### src/iwod_defs.vh
`ifndef IWOD_DEFS_VH
`define IWOD_DEFS_VH

// =============================================================
// Word layout
`define IWOD_WORD_W 24
`define IWOD_OPC_MSB 23
`define IWOD_OPC_LSB 16
`define IWOD_OPD_W 16

// =============================================================
// Instruction categories
`define IWOD_CAT_WORD 3'h0
`define IWOD_CAT_BIT 3'h1
`define IWOD_CAT_LIT 3'h2
`define IWOD_CAT_DSP 3'h3
`define IWOD_CAT_CTL 3'h4

// =============================================================
// Operand forms
`define IWOD_FORM_DEFAULT_WORKING_REGISTER 4'h0
`define IWOD_FORM_FILE 4'h1
`define IWOD_FORM_BIT 4'h2
`define IWOD_FORM_LMOV 4'h3
`define IWOD_FORM_LALU 4'h4
`define IWOD_FORM_MAC 4'h5
`define IWOD_FORM_DSPO 4'h6
`define IWOD_FORM_CADDR 4'h7
`define IWOD_FORM_CTBL 4'h8
`define IWOD_FORM_CNONE 4'h9

// =============================================================
// Opcode region bounds (upper limit of each region)
`define IWOD_OP_DEFAULT_WORKING_REGISTER_END 8'h3f
`define IWOD_OP_FILE_END 8'h5f
`define IWOD_OP_BIT_END 8'h7f
`define IWOD_OP_LMOV_END 8'h8f
`define IWOD_OP_LALU_END 8'haf
`define IWOD_OP_MAC_END 8'hbf
`define IWOD_OP_DSPO_END 8'hcf
`define IWOD_OP_CADDR_END 8'hdf
`define IWOD_OP_CTBL_END 8'he7

// The three opcodes that take a second program word.
`define IWOD_OP_TWO_A 8'hd0
`define IWOD_OP_TWO_B 8'hd1
`define IWOD_OP_TWO_C 8'hd2

// =============================================================
// Operand field positions
`define IWOD_WS_LSB 0
`define IWOD_WSM_LSB 4
`define IWOD_WD_LSB 6
`define IWOD_WDM_LSB 10
`define IWOD_WB_LSB 12
`define IWOD_FILE_DEST_BIT 13
`define IWOD_BIT_IND_BIT 11
`define IWOD_BIT_FILE_BIT 10
`define IWOD_EXT_ADDR_W 7

// =============================================================
// Fixed register numbers
`define IWOD_WORKING_REGISTER_ZERO 4'h0
`define IWOD_MULT_X_BASE 2'h1
`define IWOD_MULT_Y_BASE 2'h1

// =============================================================
// Reset values
`define IWOD_RST_FORM 4'h9
`define IWOD_RST_CAT 3'h4

`endif

### src/iwod_decoder.v
// How it works
// - Each word is 24 bits, an 8-bit opcode on top and operand fields below it.
// - Only three opcodes take a second program word; all others take one.
// - Every opcode falls into word/byte, bit, literal, DSP or control category.
// - Working-register word ops yield first source, second source with mode, destination with mode.
// - File-register word ops yield a file address and a destination select (file or register zero).
// - Bit ops yield a register or file operand and a bit position, literal or from first source.
// - Literal moves yield a literal and a register or file target to load it into.
// - Literal arithmetic yields first source, literal, and a destination: a separate one when flagged, else the first source.
// - Multiply-accumulate ops yield accumulator, two multiplicands, X/Y prefetch ops and targets, write-back.
// - Other DSP ops yield accumulator, operand with mode, and a shift from register or literal.
// - Control ops yield a program address or, for table access, a table mode.
`include "iwod_defs.vh"

module iwod_decoder (
	input wire clock,
	input wire reset,
	input wire [23:0] fetch_word,
	input wire fetch_valid,
	output reg dec_valid_q,
	output reg dec_hold_q,
	output reg [7:0] opcode_q,
	output reg [2:0] category_q,
	output reg [3:0] form_q,
	output reg two_word_q,
	output reg byte_op_q,
	output reg [3:0] first_source_register_q,
	output reg [3:0] second_source_register_q,
	output reg [1:0] second_source_mode_q,
	output reg [3:0] destination_register_q,
	output reg [1:0] destination_mode_q,
	output reg [12:0] file_address_q,
	output reg dest_to_file_q,
	output reg [3:0] bit_position_q,
	output reg bit_indirect_q,
	output reg operand_is_file_q,
	output reg [15:0] literal_value_q,
	output reg accumulator_select_q,
	output reg [3:0] mult_x_register_q,
	output reg [3:0] mult_y_register_q,
	output reg [1:0] x_prefetch_op_q,
	output reg [1:0] x_prefetch_dest_q,
	output reg [1:0] y_prefetch_op_q,
	output reg [1:0] y_prefetch_dest_q,
	output reg [1:0] writeback_dest_q,
	output reg shift_from_register_q,
	output reg [3:0] shift_amount_register_q,
	output reg [5:0] shift_literal_q,
	output reg [22:0] program_address_q,
	output reg [1:0] table_mode_q
);
	// =============================================================
	// Sequencing states
	localparam ST_FIRST = 1'b0;
	localparam ST_SECOND = 1'b1;

	reg state_q;
	reg state_d;
	reg [23:0] held_word_q;
	reg [23:0] held_word_d;
	reg [2:0] cat_hold_q;
	reg [3:0] form_hold_q;

	wire [7:0] opc;
	wire [15:0] opd;
	wire [2:0] cat_w;
	wire [3:0] form_w;
	wire two_w;
	wire [15:0] word2;
	reg emit;
	reg [7:0] op_e;
	reg [15:0] f;
	reg [2:0] cat_e;
	reg [3:0] form_e;

	assign opc = fetch_word[`IWOD_OPC_MSB:`IWOD_OPC_LSB];
	assign opd = fetch_word[`IWOD_OPD_W-1:0];
	assign word2 = fetch_word[`IWOD_OPD_W-1:0];

	iwod_opclass u_opclass (
		.opcode(opc),
		.category(cat_w),
		.form(form_w),
		.two_word(two_w)
	);

	// =============================================================
	// Two-word sequencing
	always @* begin
		state_d = state_q;
		held_word_d = held_word_q;
		emit = 1'b0;
		op_e = opc;
		f = opd;
		cat_e = cat_w;
		form_e = form_w;
		case (state_q)
			ST_FIRST: begin
				if (fetch_valid) begin
					if (two_w) begin
						state_d = ST_SECOND;
						held_word_d = fetch_word;
					end else begin
						emit = 1'b1;
					end
				end
			end
			ST_SECOND: begin
				op_e = held_word_q[`IWOD_OPC_MSB:`IWOD_OPC_LSB];
				f = held_word_q[`IWOD_OPD_W-1:0];
				cat_e = cat_hold_q;
				form_e = form_hold_q;
				if (fetch_valid) begin
					state_d = ST_FIRST;
					emit = 1'b1;
				end
			end
			default: begin
				state_d = ST_FIRST;
			end
		endcase
	end

	// =============================================================
	// Operand field extraction
	always @(posedge clock or posedge reset) begin
		if (reset) begin
			state_q <= ST_FIRST;
			held_word_q <= 24'h00_0000;
			cat_hold_q <= `IWOD_RST_CAT;
			form_hold_q <= `IWOD_RST_FORM;
			dec_valid_q <= 1'b0;
			dec_hold_q <= 1'b0;
			opcode_q <= 8'h00;
			category_q <= `IWOD_RST_CAT;
			form_q <= `IWOD_RST_FORM;
			two_word_q <= 1'b0;
			byte_op_q <= 1'b0;
			first_source_register_q <= 4'h0;
			second_source_register_q <= 4'h0;
			second_source_mode_q <= 2'h0;
			destination_register_q <= 4'h0;
			destination_mode_q <= 2'h0;
			file_address_q <= 13'h0000;
			dest_to_file_q <= 1'b0;
			bit_position_q <= 4'h0;
			bit_indirect_q <= 1'b0;
			operand_is_file_q <= 1'b0;
			literal_value_q <= 16'h0000;
			accumulator_select_q <= 1'b0;
			mult_x_register_q <= 4'h0;
			mult_y_register_q <= 4'h0;
			x_prefetch_op_q <= 2'h0;
			x_prefetch_dest_q <= 2'h0;
			y_prefetch_op_q <= 2'h0;
			y_prefetch_dest_q <= 2'h0;
			writeback_dest_q <= 2'h0;
			shift_from_register_q <= 1'b0;
			shift_amount_register_q <= 4'h0;
			shift_literal_q <= 6'h00;
			program_address_q <= 23'h00_0000;
			table_mode_q <= 2'h0;
		end else begin
			state_q <= state_d;
			held_word_q <= held_word_d;
			if (state_q == ST_FIRST && fetch_valid && two_w) begin
				cat_hold_q <= cat_w;
				form_hold_q <= form_w;
			end
			dec_valid_q <= emit;
			dec_hold_q <= (state_d == ST_SECOND);
			if (emit) begin
				opcode_q <= op_e;
				category_q <= cat_e;
				form_q <= form_e;
				two_word_q <= (state_q == ST_SECOND);
				byte_op_q <= op_e[0];
				first_source_register_q <= 4'h0;
				second_source_register_q <= f[`IWOD_WS_LSB +: 4];
				second_source_mode_q <= f[`IWOD_WSM_LSB +: 2];
				destination_register_q <= 4'h0;
				destination_mode_q <= 2'h0;
				file_address_q <= 13'h0000;
				dest_to_file_q <= 1'b0;
				bit_position_q <= 4'h0;
				bit_indirect_q <= 1'b0;
				operand_is_file_q <= 1'b0;
				literal_value_q <= 16'h0000;
				accumulator_select_q <= op_e[0];
				mult_x_register_q <= 4'h0;
				mult_y_register_q <= 4'h0;
				x_prefetch_op_q <= 2'h0;
				x_prefetch_dest_q <= 2'h0;
				y_prefetch_op_q <= 2'h0;
				y_prefetch_dest_q <= 2'h0;
				writeback_dest_q <= 2'h0;
				shift_from_register_q <= 1'b0;
				shift_amount_register_q <= 4'h0;
				shift_literal_q <= 6'h00;
				program_address_q <= 23'h00_0000;
				table_mode_q <= 2'h0;
				case (form_e)
					`IWOD_FORM_DEFAULT_WORKING_REGISTER: begin
						first_source_register_q <= f[`IWOD_WB_LSB +: 4];
						destination_register_q <= f[`IWOD_WD_LSB +: 4];
						destination_mode_q <= f[`IWOD_WDM_LSB +: 2];
					end
					`IWOD_FORM_FILE: begin
						file_address_q <= f[12:0];
						dest_to_file_q <= f[`IWOD_FILE_DEST_BIT];
						operand_is_file_q <= 1'b1;
						destination_register_q <= `IWOD_WORKING_REGISTER_ZERO;
						byte_op_q <= f[14];
					end
					`IWOD_FORM_BIT: begin
						bit_position_q <= f[`IWOD_WB_LSB +: 4];
						bit_indirect_q <= f[`IWOD_BIT_IND_BIT];
						operand_is_file_q <= f[`IWOD_BIT_FILE_BIT];
						file_address_q <= {3'h0, f[9:0]};
						first_source_register_q <= f[`IWOD_WD_LSB +: 4];
					end
					`IWOD_FORM_LMOV: begin
						operand_is_file_q <= op_e[3];
						if (op_e[3]) begin
							literal_value_q <= {8'h00, f[15:8]};
							file_address_q <= {5'h00, f[7:0]};
						end else begin
							literal_value_q <= {4'h0, f[15:4]};
							destination_register_q <= f[3:0];
						end
					end
					`IWOD_FORM_LALU: begin
						first_source_register_q <= f[`IWOD_WB_LSB +: 4];
						if (op_e[0]) begin
							literal_value_q <= {10'h000, f[11:6]};
							destination_register_q <= f[3:0];
							destination_mode_q <= f[5:4];
						end else begin
							literal_value_q <= {8'h00, f[11:4]};
							destination_register_q <= f[`IWOD_WB_LSB +: 4];
						end
					end
					`IWOD_FORM_MAC: begin
						mult_x_register_q <= {`IWOD_MULT_X_BASE, f[15:14]};
						mult_y_register_q <= {`IWOD_MULT_Y_BASE, f[13:12]};
						x_prefetch_op_q <= f[11:10];
						x_prefetch_dest_q <= f[9:8];
						y_prefetch_op_q <= f[7:6];
						y_prefetch_dest_q <= f[5:4];
						writeback_dest_q <= f[3:2];
					end
					`IWOD_FORM_DSPO: begin
						shift_from_register_q <= op_e[1];
						shift_literal_q <= f[11:6];
						shift_amount_register_q <= f[15:12];
						destination_register_q <= f[3:0];
						destination_mode_q <= f[5:4];
					end
					`IWOD_FORM_CADDR: begin
						if (state_q == ST_SECOND) begin
							program_address_q <= {word2[`IWOD_EXT_ADDR_W-1:0], f};
						end else begin
							program_address_q <= {7'h00, f};
						end
					end
					`IWOD_FORM_CTBL: begin
						table_mode_q <= op_e[1:0];
						destination_register_q <= f[`IWOD_WD_LSB +: 4];
						destination_mode_q <= f[`IWOD_WDM_LSB +: 2];
					end
					default: begin
						program_address_q <= 23'h00_0000;
					end
				endcase
			end
		end
	end
endmodule // iwod_decoder

### src/iwod_opclass.v
`include "iwod_defs.vh"

module iwod_opclass (
	input wire [7:0] opcode,
	output reg [2:0] category,
	output reg [3:0] form,
	output wire two_word
);
	// =============================================================
	// Opcode to category and form
	always @* begin
		category = `IWOD_CAT_CTL;
		form = `IWOD_FORM_CNONE;
		if (opcode <= `IWOD_OP_DEFAULT_WORKING_REGISTER_END) begin
			category = `IWOD_CAT_WORD;
			form = `IWOD_FORM_DEFAULT_WORKING_REGISTER;
		end else if (opcode <= `IWOD_OP_FILE_END) begin
			category = `IWOD_CAT_WORD;
			form = `IWOD_FORM_FILE;
		end else if (opcode <= `IWOD_OP_BIT_END) begin
			category = `IWOD_CAT_BIT;
			form = `IWOD_FORM_BIT;
		end else if (opcode <= `IWOD_OP_LMOV_END) begin
			category = `IWOD_CAT_LIT;
			form = `IWOD_FORM_LMOV;
		end else if (opcode <= `IWOD_OP_LALU_END) begin
			category = `IWOD_CAT_LIT;
			form = `IWOD_FORM_LALU;
		end else if (opcode <= `IWOD_OP_MAC_END) begin
			category = `IWOD_CAT_DSP;
			form = `IWOD_FORM_MAC;
		end else if (opcode <= `IWOD_OP_DSPO_END) begin
			category = `IWOD_CAT_DSP;
			form = `IWOD_FORM_DSPO;
		end else if (opcode <= `IWOD_OP_CADDR_END) begin
			form = `IWOD_FORM_CADDR;
		end else if (opcode <= `IWOD_OP_CTBL_END) begin
			form = `IWOD_FORM_CTBL;
		end
	end

	assign two_word = (opcode == `IWOD_OP_TWO_A) || (opcode == `IWOD_OP_TWO_B) ||
		(opcode == `IWOD_OP_TWO_C);
endmodule // iwod_opclass

### config.mk
export PLATFORM = sky130hd
export DESIGN_NAME = iwod_decoder
export DESIGN_NICKNAME = d
export VERILOG_FILES = /design/src/iwod_decoder.v /design/src/iwod_opclass.v
export VERILOG_INCLUDE_DIRS = /design/src
export SDC_FILE = /design/constraint.sdc
export NUM_CORES = 1
export LEC_CHECK = 0
export ABC_AREA = 1
export BUFFER_PORTS_ARGS = -buffer_cell sky130_fd_sc_hd__buf_2
export CORE_MARGIN = 5
export CORE_UTILIZATION = 49
export CTS_BUF_LIST = sky130_fd_sc_hd__clkbuf_16
export CTS_CLUSTER_SIZE = 30
export DETAILED_ROUTE_END_ITERATION = 7
export MAX_ROUTING_LAYER = met4
export PLACE_DENSITY = 0.79
export SLEW_MARGIN = 30
export SYNTH_ARGS = -nofsm -noshare
export SYNTH_HDL_FRONTEND = slang
export SYNTH_SLANG_ARGS = --single-unit
### constraint.sdc
create_clock -name clock -period 4.85 [get_ports clock]
set_input_delay 0.7275 -clock clock [delete_from_list [all_inputs] [get_ports clock]]
set_output_delay 0.7275 -clock clock [all_outputs]
set_load 0.05 [all_outputs]
# [Word level (Yosys, flattened, before mapping)]
# Cells that the tools add are included.
[classes] n_addsub=0 mul=0 div_mod_pow=0 n_lt_le_gt_ge=9 n_eq_ne=11 shift=0 mux=57 bitwise_logic=1 n_reduce_logical=8
[ops] cell="$mux W4" count=13
[ops] cell="$le A8 B8 Y1 const B" count=6
[ops] cell="$mux W23" count=2
[ops] cell="$pmux W13 S3" count=1
[ops] cell="$mux W3" count=10
[ops] cell="$eq A8 B8 Y1 const B" count=3
[ops] cell="$mux W8" count=3
[ops] cell="$pmux W12 S2" count=1
[ops] cell="$eq A4 B3 Y1 const B" count=4
[ops] cell="$le A8 B7 Y1 const B" count=2
[ops] cell="$mux W16" count=1
[ops] cell="$pmux W4 S4" count=1
[ops] cell="$mux W2" count=7
[ops] cell="$mux W12" count=1
[ops] cell="$mux W1" count=11
[ops] cell="$eq A4 B2 Y1 const B" count=2
[ops] cell="$le A8 B6 Y1 const B" count=1
[ops] cell="$pmux W4 S2" count=1
[ops] cell="$mux W6" count=1
[ops] cell="$pmux W2 S3" count=1
[ops] cell="$eq A4 B1 Y1 const B" count=1
[ops] cell="$eq A4 B4 Y1 const B" count=1
[ops] cell="$logic_not A4 Y1" count=1
[ops] cell="$pmux W1 S2" count=2
[ops] cell="other kinds (6)" count=9
[totals] ff_bits=157 latchBits=0 ramBits=0 rom_bits=0 input_bits=27 output_inout_bits=126 word_cells=120 memories=0

# [Depth between registers and ports, before layout]
# Gate-level depths: netlist of the first run.
[depth] word_depth=14 depth_mapped=14 mapped_depth_nobuf=14

# [Cells and area by module]
# From an unflattened synthesis of the first run, not the netlist that was laid out.
[unflattened] hier_cells=792 area_unflattened_um2=6901.6
[by_module_without_submodules] module="iwod_decoder" n_inst=1 cells_per_inst=762 area_per_inst_um2=6769.0 seq_area_each_um2=3736.1
[by_module_without_submodules] module="iwod_opclass" n_inst=1 cells_per_inst=30 area_per_inst_um2=132.6 seq_area_each_um2=0.0

# [Worst setup path after synthesis of the first run]
# Ideal clock, no wire load.
[synth_timing] path_type="register -> register" startpoint="reg state_q" endpoint="reg literal_value_q[2]" arrival_ns=1.848 required_ns=4.732 path_slack_ns=2.884 path_stages_with_launch=11 period_less_slack_ns=1.966 cell_sequence="dfrtp_1 -> inv_2 -> buf_2 -> buf_2 -> or2_2 -> o21ai_0 -> nand2_1 -> nand3_1 -> nand2_1 -> nand2_1 -> nand2_1"
[synth_between] elab_chain_len=3
[synth_lines] element="from (decl)" line="iwod_decoder.v:57" text="reg state_q;"
[synth_lines] element="from (signal assigned)" line="iwod_decoder.v:164" text="state_q <= state_d;"
[synth_lines] element="$mux W4 (tied with other cells)" line="iwod_decoder.v:97" text="case (state_q)"
[synth_lines] element="$eq A4 B3 Y1 (tied with other cells)" line="iwod_decoder.v:202" text="case (form_e)"
[synth_lines] element="$pmux W12 S2" line="iwod_decoder.v:202"
[synth_lines] element="to (signal assigned)" line="iwod_decoder.v:225" text="literal_value_q <= {8'h00, f[15:8]};"
[synth_lines] element="to (signal assigned)" line="iwod_decoder.v:228" text="literal_value_q <= {4'h0, f[15:4]};"
[synth_lines] element="to (signal assigned)" line="iwod_decoder.v:235" text="literal_value_q <= {10'h000, f[11:6]};"
[synth_lines] element="to (decl)" line="iwod_decoder.v:37" text="output reg [15:0] literal_value_q,"
# Several ways; a longest one is shown, not always the timed one.
# A chain may end at the register's enable or synchronous reset.

# [Final worst setup path of the first run]
[layout_timing] startpoint="reg state_q" endpoint="reg x_prefetch_dest_q[0]"
[layout_between] elab_chain_len=3
[layout_lines] element="$mux W4" line="iwod_decoder.v:97"
[layout_lines] element="$eq A4 B3 Y1" line="iwod_decoder.v:202"
[layout_lines] element="$mux W2" line="iwod_decoder.v:202"
[layout_lines] element="to (signal assigned)" line="iwod_decoder.v:247" text="x_prefetch_dest_q <= f[9:8];"
[layout_lines] element="to (decl)" line="iwod_decoder.v:42" text="output reg [1:0] x_prefetch_dest_q,"
# Several ways; a longest one is shown, not always the timed one.

==> metrics.log, run 1 <==
INFO  metric detail_route.first_pass.iterations = 5
INFO  metric rsz0062_at_grt = no
INFO  metric crit_top_cell = nand3_1
INFO  metric worst_ir_drop_vdd = ~0.24 mV
INFO  metric multiInputGateArea = roughly 2500 um^2
INFO  metric cp_data_required_time = just over 5 ns
INFO  metric mappedNetlistArea = between 6000 and 7000 um^2
INFO  metric yosysWarningCount = 0
INFO  metric postSynth.topFlopCell = dfrtp_1
INFO  metric cpMaxStageDelayCell = dfrtp_1
INFO  metric maxSlewHeadroom = between 30% and 40%
INFO  metric area_of_all_placed_cells_without_fillers = 8030 um^2
INFO  metric critPathMaxStageDelay = between 0.9 and 1 ns
INFO  metric dp.cells = around 1100
INFO  metric insertion_delay = approximately 0.43 ns
INFO  metric setup_tns = 0 ns
INFO  metric critical_path.cell_chain = nor2_1 > nand3_1 > nand2_4 > inv_2 > nand3_1 > o21ai_1
INFO  metric start_kind = flip-flop
INFO  metric cpLargestDelayFamily = simple AND/OR/NAND/NOR gates
INFO  metric detailedRoute.firstIterationViolations = around 540
INFO  metric nFillCells = between 1000 and 1500
INFO  metric hold_viol = 0
INFO  metric layout_min_cycle_time = between 3 and 4 ns
INFO  metric end_kind = flip-flop
INFO  metric final.setup_skew = 0.00618 ns
INFO  metric setup-violations-final = 0
INFO  metric layout_commonest_cell = nand2_1
INFO  metric ctsLongestPathBuffers = 2
INFO  metric initial_utilization = 50.2%
INFO  metric layout.nets = 950
INFO  metric ys_ff_latch = 149
INFO  metric number_of_placement_rows = 42
INFO  metric first_global_vias = between 5000 and 6000
INFO  metric syn-instance-count = slightly below 800
INFO  metric synth_enable_flop_cells = 0
INFO  metric holdBufCountCts = 0
INFO  metric cts-root-buf = clkbuf_16
INFO  metric global_route.usage.total = 24.3%
INFO  metric clock-sinks = between 100 and 150
INFO  metric worst_path_clk_slew = 0.06 ns
INFO  metric core_area = between 10000 and 15000 um^2
INFO  metric diodes = 0
INFO  metric drc_errors = 0
INFO  metric timing.fmax = between 0.3 and 0.4 GHz
INFO  metric grt_overflow_total = 0
INFO  metric postCtsResizedCells = 0
INFO  metric place.gp.congestion = between 0.8 and 0.9
INFO  metric antenna_found_initial = 0
INFO  metric final_antenna_net_count = 0
INFO  metric synth_cell_type_count = 37
INFO  metric timing.critical_path.buf_inv = 1
INFO  metric cts.htree.levels = 4
INFO  metric outcome = complete, no violations
INFO  metric cts_post_setup_buffers_inserted = 0
INFO  metric min_path_type = input pin to async pin
INFO  metric io_buffer_count = approximately 150
INFO  metric wl_per_cell = about 17 um
INFO  metric arrival = 3.58 ns
INFO  metric drv.max_cap_violation_count = 0
INFO  metric final-instance-count-excl-fill = 1110
INFO  metric floorplan.die.height = ~130 um
INFO  metric area_after_detailed_placement = 7480 um^2
INFO  metric grt_start_max_net_pins = about 120
INFO  metric area_growth_syn_to_layout = 19.7%
INFO  metric avgSynthCellArea = roughly 8.5 um^2
INFO  metric drv_slew = 0
INFO  metric die_area = between 15000 and 20000 um^2
INFO  metric drt-vias-per-instance = approximately 5.3
INFO  metric leakagePower = 4.38 nW
INFO  metric critical_path_class = flip-flop to flip-flop
INFO  metric register_area_share_after_synthesis = 55.7%
INFO  metric p_per_area = around 410 nW/um^2
INFO  metric tightestPinTransition = 1.03 ns
INFO  metric synth-async-reset-ratio = 100%
INFO  metric tritoncts = built
INFO  metric register_area = roughly 3700 um^2
INFO  metric mostFrequentLayoutCells = nand2_1, buf_2, dfrtp_1
INFO  metric cp_max_fo = slightly above 70
INFO  metric grt_first_pass_wirelength = between 20000 and 30000 um
INFO  metric fraction_of_final_layout_cells_sized_beyond_drive_strength_1 = about a quarter
INFO  metric wl = 18600 um
INFO  metric place_hpwl = approximately 13000 um
INFO  metric die-width = between 100 and 150 um
INFO  metric numCtsBuffers = 17
INFO  metric layout_worst_path_cycle_share = about two thirds
INFO  metric vias = ~5900
INFO  metric boundaryPins = 153
-- final timing paths --
kind                       cells past startpoint                        from                                endpoint  slack [ns]
max                                            6           state_q$_DFF_PP0_        x_prefetch_dest_q[0]$_DFFE_PP0P_        1.60
min                                            2                       reset  shift_amount_register_q[1]$_DFFE_PP0P_        0.40
max reg2reg                                    6           state_q$_DFF_PP0_        x_prefetch_dest_q[0]$_DFFE_PP0P_        1.60
min reg2reg                                    2  form_hold_q[3]$_DFFE_PP1P_              form_hold_q[3]$_DFFE_PP1P_        0.45
max in group asynchronous                      3                       reset                   form_q[3]$_DFFE_PP1P_        3.35
min in group clock                             2  form_hold_q[3]$_DFFE_PP1P_              form_hold_q[3]$_DFFE_PP1P_        0.45
-- synthesized netlist by cell type (2+ instances only) --
cell type,n,area (um^2)
nand2_2,7,43.8
buf_6,2,22.5
buf_4,12,90.1
buf_2,22,110
o22ai_1,4,25.0
o21ai_0,73,365
nor3_1,2,10.0
o31ai_2,4,50.1
nand3_2,3,30.0
nand3_1,30,150
nand2_1,281,1050
or2_1,2,12.5
inv_1,61,229
dfrtp_1,143,3580
a22oi_1,3,22.5
o211ai_1,6,45.0
inv_2,6,22.5
nor2_4,3,33.8
dfstp_2,6,158
o31ai_1,3,22.5
nand4_1,14,87.6
nand2_4,2,22.5
a21oi_1,4,20.0
nor2_1,33,124
nor2_2,4,25.0
o21ai_1,37,185
clkbuf_1,6,22.5
or2_2,7,43.8
mux2_2,3,33.8
-- cell type report --
cell class,count,share of cell area [%]
clock buffer,17,5.30
timing repair buffer,151,9.57
tap,176,2.74
clock inverter,13,1.50
multi-input combinational,537,31.1
inverter,67,3.23
sequential,149,46.5
-- sequential cells by signal, summed over array words and instances (netlist names), 6 cells and up --
signal             count
opcode_q               8
file_address_q        13
program_address_q     23
shift_literal_q        6
held_word_q           24
literal_value_q       12
-- where the power goes --
part           switching, mW  internal (mW)
combinational          0.560          0.140
clock                  0.500          0.738
sequential            0.0534           1.33
-- metal layers --
layer	GRT usage [%]	vias to the layer above	share of wire, %
met3	5.47	38	7.3
met1	33.7	2784	45
met5	-	-	0
li1	-	2795	-
met4	8.83	0	2.0
met2	35.5	238	46
-- per-stage QoR --
stage | utilization (%) | hold WS (ns) | worst slack (ns) | total power, mW
2_1_floorplan | - | 0.423 | 0.124 | 1.93
3_3_place_gp | 56.0 | 0.432 | 1.69 | 2.09
3_5_place_dp | 56.0 | 0.444 | 1.62 | 2.10
4_1_cts | 60.1 | 0.452 | 1.61 | 3.33
5_1_grt | 60.1 | 0.463 | 1.29 | 3.44
6_report | 60.1 | 0.400 | 1.60 | 3.32
-- kinds of logic after synthesis --
family	count (synthesis)	synth area share, %
flip-flops	149	55.7
multiplexers	3	0.504
AND/OR/NAND/NOR	389	24.6
AO/OA/AOI/OAI	139	11.7
buffers and inverters	110	7.46
other	1	0.0559
(Power assumes the default switching activity.)
==> inputs of run 2 (changes only) <==
Settings changed: CORE_UTILIZATION 49 to 52, PLACE_DENSITY 0.79 to 0.8.
Clock period 4.85 ns to 3 ns, I/O delays scaled along.
==> metrics.log, run 2 (same netlist as run 1, synthesis figures left out) <==
INFO  metric outcome = complete, no violations (unchanged)
INFO  metric largest_register_ffs = 24 (unchanged)
INFO  metric drv.max_cap_violation_count = 0 (unchanged)
INFO  metric cpLargestDelayFamily = compound AO/OA/AOI/OAI gates (was simple AND/OR/NAND/NOR gates)
INFO  metric nFillCells = 1111 (was 1229)
INFO  metric min_path_type = input pin to async pin (unchanged)
INFO  metric start_kind = flip-flop (unchanged)
INFO  metric place_worst_setup_slack = 0.642 ns (was 1.62 ns)
INFO  metric register_area = 3740 um^2 (unchanged)
INFO  metric layout_min_cycle_time = 2.38 ns (was 3.25 ns)
INFO  metric first_global_vias = 5500 (was 5692)
INFO  metric mostFrequentLayoutCells = nand2_1, buf_2, dfrtp_1 (unchanged)
INFO  metric vias = 5854 (was 5855)
INFO  metric dp.cells = 1080 (unchanged)
INFO  metric boundaryPins = 153 (unchanged)
INFO  metric timing.fmax = 0.420 GHz (was 0.308 GHz)
INFO  metric cts.htree.levels = 4 (unchanged)
INFO  metric final.setup_skew = 0.00926 ns (was 0.00618 ns)
INFO  metric setup-violations-final = 0 (unchanged)
INFO  metric maxSlewHeadroom = 34.0% (was 30.9%)
INFO  metric layout_commonest_cell = nand2_1 (unchanged)
INFO  metric r2r.worst_path.cells = 6 (unchanged)
INFO  metric area_after_detailed_placement = 7520 um^2 (was 7480 um^2)
INFO  metric met2WireLength = 8290 um (was 8500 um)
INFO  metric final-instance-count-excl-fill = 1112 (was 1110)
INFO  metric layout.nets = 954 (was 950)
INFO  metric grt_overflow_total = 0 (unchanged)
INFO  metric place_hpwl = 12400 um (was 12900 um)
INFO  metric numCtsBuffers = 17 (unchanged)
INFO  metric critical_path_class = flip-flop to flip-flop (unchanged)
INFO  metric worst_path_clk_slew = 0.06 ns (about the same)
INFO  metric detail_route.first_pass.iterations = 5 (unchanged)
INFO  metric number_of_placement_rows = 41 (was 42)
INFO  metric detailedRoute.firstIterationViolations = 455 (was 541)
INFO  metric setup_tns = 0 ns (unchanged)
INFO  metric ctsLongestPathBuffers = 2 (unchanged)
INFO  metric diodes = 0 (unchanged)
INFO  metric insertion_delay = 0.42 ns (was 0.43 ns)
INFO  metric tritoncts = built (unchanged)
INFO  metric initial_utilization = 53.1% (was 50.2%)
INFO  metric multiInputGateArea = 2490 um^2 (was 2500 um^2)
INFO  metric die-width = 124 um (was 127 um)
INFO  metric antenna_found_initial = 0 (unchanged)
INFO  metric layout_setup_ws = 0.617 ns (was 1.60 ns)
INFO  metric io_buffer_count = 146 (unchanged)
INFO  metric die_area = 15300 um^2 (was 16100 um^2)
INFO  metric global_route.usage.total = 25.1% (was 24.3%)
INFO  metric drt-vias-per-instance = 5.26 (was 5.27)
INFO  metric rsz0062_at_grt = no (unchanged)
INFO  metric hold_viol = 0 (unchanged)
INFO  metric arrival = 2.70 ns (was 3.58 ns)
INFO  metric cts-root-buf = clkbuf_16 (unchanged)
INFO  metric r2r_setup_slack = 0.62 ns (was 1.60 ns)
INFO  metric met3RoutedLength = 1590 um (was 1370 um)
INFO  metric worst_ir_drop_vdd = 0.406 mV (was 0.237 mV)
INFO  metric largest_reg_by_ff_count = held_word_q (unchanged)
INFO  metric area_growth_syn_to_layout = 20.6% (was 19.7%)
INFO  metric wl = 18000 um (was 18600 um)
INFO  metric grt_start_max_net_pins = 150 (was 115)
INFO  metric area_of_all_placed_cells_without_fillers = 8090 um^2 (was 8030 um^2)
INFO  metric clock-sinks = 149 (unchanged)
INFO  metric postCtsResizedCells = 0 (unchanged)
INFO  metric layout_worst_path_cycle_share = 79.4% (was 66.9%)
INFO  metric place.gp.congestion = 0.904 (was 0.880)
INFO  metric tightestPinTransition = 0.980 ns (was 1.03 ns)
INFO  metric cp_data_required_time = 3.31 ns (was 5.19 ns)
INFO  metric drc_errors = 0 (unchanged)
INFO  metric maxUsedRoutingLayer = met4 (unchanged)
INFO  metric holdBufCountCts = 0 (unchanged)
INFO  metric cpMaxStageDelayCell = dfrtp_1 (unchanged)
INFO  metric critical_path.cell_chain = inv_2 > nand2_1 > o21ai_2 > a21oi_4 > nand2_2 > o31ai_1 (was nor2_1 > nand3_1 > nand2_4 > inv_2 > nand3_1 > o21ai_1)
INFO  metric core_area = 12600 um^2 (was 13300 um^2)
INFO  metric timing.critical_path.buf_inv = 1 (unchanged)
INFO  metric capturing_point_of_the_worst_reg2reg_path = program_address_q[20]$_DFFE_PP0P_ (was x_prefetch_dest_q[0]$_DFFE_PP0P_)
INFO  metric p_per_area = 667 nW/um^2 (was 414 nW/um^2)
INFO  metric final_antenna_net_count = 0 (unchanged)
INFO  metric routedLengthMet1 = 7920 um (was 8380 um)
INFO  metric cts_post_setup_buffers_inserted = 0 (unchanged)
INFO  metric fraction_of_final_layout_cells_sized_beyond_drive_strength_1 = 24.9% (was 24.2%)
INFO  metric leakagePower = 4.41 nW (was 4.38 nW)
INFO  metric floorplan.die.height = 124 um (was 127 um)
INFO  metric regs_by_ff_count = held_word_q x24, program_address_q x23, file_address_q x13 (unchanged)
INFO  metric wl_per_cell = 16.2 um (was 16.8 um)
INFO  metric critPathMaxStageDelay = 0.48 ns (was 0.95 ns)
INFO  metric grt_first_pass_wirelength = 28700 um (was 29900 um)
INFO  metric end_kind = flip-flop (unchanged)
INFO  metric drv_slew = 0 (unchanged)
INFO  metric cp_max_fo = 23 (was 71)
INFO  metric crit-reg2reg-launch = state_q$_DFF_PP0_ (unchanged)
## run 2: cell types whose count changed in the layout (fill, tap and decap cells not counted), sizes merged
cell	change
buf	+4
clkinv	+3
clkinvlp	+1
inv	-2
## run 2: metrics by stage
stage                     hold slack, ns  utilization [%]  power (mW)
after floorplan                    0.423                -        3.11
after global placement             0.432             59.6        3.39
after detailed placement           0.445             59.6        3.40
after CTS                          0.281             64.1        5.42
after global routing               0.275             64.1        5.63
final                              0.258             64.1        5.40
## run 2: how the worst max path moves through the flow
stage	slack (ns)	endpoint	cells past startpoint	startpoint
after floorplan	0.68	bit_indirect_q$_DFFE_PP0P_	1	reset
after CTS	0.65	program_address_q[19]$_DFFE_PP0P_	6	state_q$_DFF_PP0_
after global placement	0.74	program_address_q[19]$_DFFE_PP0P_	9	fetch_word[20]
final	0.62	program_address_q[20]$_DFFE_PP0P_	6	state_q$_DFF_PP0_
after detailed placement	0.64	program_address_q[21]$_DFFE_PP0P_	9	fetch_word[20]
after global routing	0.43	program_address_q[19]$_DFFE_PP0P_	6	state_q$_DFF_PP0_
## run 2: layer usage
layer / vias to the layer above / GRT usage, %
met5: - / -
met4: 0 / 5.12
met3: 21 / 6.40
met2: 259 / 36.7
met1: 2784 / 36.0
li1: 2790 / -
## run 2: area by class of cell
| cell class | count | area share, % |
|---|---|---|
| clock buffers | 17 | 5.26 |
| clock inverters | 15 | 1.75 |
| inverters | 67 | 3.16 |
| multi-input cells | 537 | 30.8 |
| flip-flops and latches | 149 | 46.2 |
| well taps | 172 | 2.66 |
| repair buffers | 155 | 10.2 |
## run 2: worst reg2reg max path, stage by stage (launching register included)
cell     delay, ns
dfrtp_1       0.48
inv_2         0.22
nand2_1       0.16
o21ai_2       0.16
a21oi_4       0.42
nand2_2       0.47
o31ai_1       0.36
## run 2: power by group
group          internal [mW]  switching [mW]  leakage, nW
combinational          0.234           0.904         2.17
clock                   1.21           0.814        0.277
sequential              2.15          0.0806         1.96
==> inputs of run 3 (changes only) <==
Settings changed: CORE_UTILIZATION 52 to 49, PLACE_DENSITY 0.8 to 0.79.
Clock period 3 ns to 2.05 ns, I/O delays scaled along.
==> metrics.log, run 3 (same netlist as run 1, synthesis figures left out) <==
INFO  metric outcome = complete, no violations (unchanged)
INFO  metric arrival = 2.26 ns (was 2.70 ns)
INFO  metric worst_setup_path_endpoint = program_address_q[11]$_DFFE_PP0P_ (was program_address_q[20]$_DFFE_PP0P_)
INFO  metric leakagePower = 4.57 nW (was 4.41 nW)
INFO  metric layout_min_cycle_time = 1.92 ns (was 2.38 ns)
INFO  metric grt_overflow_total = 0 (unchanged)
INFO  metric cts.htree.levels = 4 (unchanged)
INFO  metric wl_per_cell = 16.6 um (was 16.2 um)
INFO  metric layout_setup_ws = 0.129 ns (was 0.617 ns)
INFO  metric largest_register_ffs = 24 (unchanged)
INFO  metric vias = 6011 (was 5854)
INFO  metric place_worst_setup_slack = 0.0710 ns (was 0.642 ns)
INFO  metric initial_utilization = 50.2% (was 53.1%)
INFO  metric tightestPinTransition = 0.620 ns (was 0.980 ns)
INFO  metric insertion_delay = 0.43 ns (was 0.42 ns)
INFO  metric part_of_the_power_in_registers = 39.6% (was 41.4%)
INFO  metric mostFrequentLayoutCells = nand2_1, buf_2, dfrtp_1 (unchanged)
INFO  metric area_growth_syn_to_layout = 25.3% (was 20.6%)
INFO  metric fraction_of_final_layout_cells_sized_beyond_drive_strength_1 = 27.2% (was 24.9%)
INFO  metric grt_first_pass_wirelength = 30600 um (was 28700 um)
INFO  metric critical_path_class = flip-flop to flip-flop (unchanged)
INFO  metric p_per_area = 983 nW/um^2 (was 667 nW/um^2)
INFO  metric die-width = 127 um (was 124 um)
INFO  metric maxSlewHeadroom = 58.4% (was 34.0%)
INFO  metric grt_start_max_net_pins = 71 (was 150)
INFO  metric start_kind = flip-flop (unchanged)
INFO  metric r2r.worst_path.cells = 9 (was 6)
INFO  metric setup-violations-final = 0 (unchanged)
INFO  metric drv_slew = 0 (unchanged)
INFO  metric clkPwrFrac = 39.2% (was 37.5%)
INFO  metric die_area = 16100 um^2 (was 15300 um^2)
INFO  metric cp_max_fo = 11 (was 23)
INFO  metric capturing_point_of_the_worst_reg2reg_path = program_address_q[11]$_DFFE_PP0P_ (was program_address_q[20]$_DFFE_PP0P_)
INFO  metric layout_worst_path_cycle_share = 93.7% (was 79.4%)
INFO  metric cell_internal_power = 5.58 mW (was 3.60 mW)
INFO  metric comb_power_share = 21.2% (was 21.1%)
INFO  metric regs_by_ff_count = held_word_q x24, program_address_q x23, file_address_q x13 (unchanged)
INFO  metric detail_route.first_pass.iterations = 5 (unchanged)
INFO  metric layout_commonest_cell = nand2_1 (unchanged)
INFO  metric final-instance-count-excl-fill = 1144 (was 1112)
INFO  metric place_hpwl = 13600 um (was 12400 um)
INFO  metric fin_hold_ws = 0.156 ns (was 0.258 ns)
INFO  metric power_switching = 2.69 mW (was 1.80 mW)
INFO  metric critical_path.cell_chain = inv_2 > buf_4 > nand3_1 > nand2_2 > nand2_4 > inv_2 > nand2_2 > buf_4 > o21ai_0 (was inv_2 > nand2_1 > o21ai_2 > a21oi_4 > nand2_2 > o31ai_1)
INFO  metric clock-sinks = 149 (unchanged)
INFO  metric end_kind = flip-flop (unchanged)
INFO  metric boundaryPins = 153 (unchanged)
INFO  metric sw_frac_of_total = 32.5% (was 33.3%)
INFO  metric cp_data_required_time = 2.38 ns (was 3.31 ns)
INFO  metric drt-vias-per-instance = 5.25 (was 5.26)
INFO  metric drc_errors = 0 (unchanged)
INFO  metric tritoncts = built (unchanged)
INFO  metric min_path_type = input pin to flip-flop (was input pin to async pin)
INFO  metric diodes = 0 (unchanged)
INFO  metric worst_path_clk_slew = 0.06 ns (about the same)
INFO  metric timing.fmax = 0.521 GHz (was 0.420 GHz)
INFO  metric drv.max_cap_violation_count = 0 (unchanged)
INFO  metric final.setup_skew = 0.0125 ns (was 0.00926 ns)
INFO  metric crit-reg2reg-launch = state_q$_DFF_PP0_ (unchanged)
INFO  metric number_of_placement_rows = 42 (was 41)
INFO  metric dp.cells = 1111 (was 1080)
INFO  metric place.gp.congestion = 0.933 (was 0.904)
INFO  metric largest_reg_by_ff_count = held_word_q (unchanged)
INFO  metric io_buffer_count = 146 (unchanged)
INFO  metric wl = 18900 um (was 18000 um)
INFO  metric antenna_found_initial = 0 (unchanged)
INFO  metric first_global_vias = 5828 (was 5500)
INFO  metric ctsLongestPathBuffers = 2 (unchanged)
INFO  metric worst_ir_drop_vdd = 0.445 mV (was 0.406 mV)
INFO  metric r2r_setup_slack = 0.13 ns (was 0.62 ns)
INFO  metric cts-root-buf = clkbuf_16 (unchanged)
INFO  metric floorplan.die.height = 127 um (was 124 um)
INFO  metric layout.nets = 982 (was 954)
INFO  metric hold_viol = 0 (unchanged)
INFO  metric critPathLaunch = state_q$_DFF_PP0_ (unchanged)
INFO  metric detailedRoute.firstIterationViolations = 615 (was 455)
INFO  metric numCtsBuffers = 17 (unchanged)
INFO  metric critPathMaxStageDelay = 0.41 ns (was 0.48 ns)
INFO  metric global_route.usage.total = 24.8% (was 25.1%)
INFO  metric rsz0062_at_grt = yes (was no)
INFO  metric core_area = 13300 um^2 (was 12600 um^2)
INFO  metric final_antenna_net_count = 0 (unchanged)
INFO  metric cpMaxStageDelayCell = dfrtp_1 (unchanged)
## run 3: cell types whose count changed in the layout (fill, tap and decap cells not counted), sizes merged
cell	change
clkinvlp	+2
dlygate4sd3	+1
inv	+1
clkinv	-5
bufinv	+2
buf	+27
## run 3: worst max-delay path: cells and delay by family, from the launching register on
family	cells	cell delay, ns
buffers and inverters	4	0.68
DFF	1	0.41
and+or+nand+nor	4	0.55
AOI/OAI and AO/OA	1	0.19
## run 3: how the worst min path moves through the flow
stage	startpoint	to	cells after the start
floorplan	held_word_q[20]$_DFFE_PP0P_	held_word_q[20]$_DFFE_PP0P_	2
detailed placement	reset	shift_amount_register_q[3]$_DFFE_PP0P_	2
global route	fetch_word[11]	held_word_q[11]$_DFFE_PP0P_	2
CTS	fetch_word[11]	held_word_q[11]$_DFFE_PP0P_	2
finish	fetch_word[11]	held_word_q[11]$_DFFE_PP0P_	2
global placement	reset	shift_amount_register_q[3]$_DFFE_PP0P_	2
## run 3: repair_timing
action                     CTS  global route
hold buffers                 1             0
gates resized for setup      0             6
setup endpoints to repair    0            11
setup buffers                0             0
hold endpoints to repair    12             0
## run 3: final cells by class
| class | count | area, um^2 |
|---|---|---|
| Fill cell | 1180 | 4940 |
| Sequential cell | 149 | 3740 |
| Multi-Input combinational cell | 537 | 2500 |
| Timing Repair Buffer | 183 | 1070 |
| Clock buffer | 17 | 425 |
| Inverter | 67 | 255 |
| Tap cell | 176 | 220 |
| Clock inverter | 15 | 188 |
## run 3: power by group through the flow
stage | logic, mW | registers (mW) | clock network (mW)
2_1_floorplan | 0.641 | 3.91 | 0
4_1_cts | 1.75 | 3.27 | 3.29
3_3_place_gp | 1.73 | 3.31 | 0
5_1_grt | 1.88 | 3.29 | 3.42
6_report | 1.75 | 3.27 | 3.24
3_5_place_dp | 1.75 | 3.31 | 0
## run 3: through the flow
stage	total power, mW	util, %	instance area, um^2	setup TNS (ns)
5_1_grt	8.59	63.0	8400	-0.00429
2_1_floorplan	4.56	-	6730	-18.24
3_5_place_dp	5.06	58.2	7770	0
4_1_cts	8.31	62.9	8390	0
6_report	8.26	63.0	8400	0
3_3_place_gp	5.04	58.2	7770	0
## run 3: metal layers
layer / vias up / track usage, % / wire [um]
met5: - / - / 0
li1: 2867 / - / -
met2: 261 / 37.0 / 8820
met1: 2853 / 34.1 / 8270
met3: 30 / 5.72 / 1510
met4: 0 / 7.26 / 343
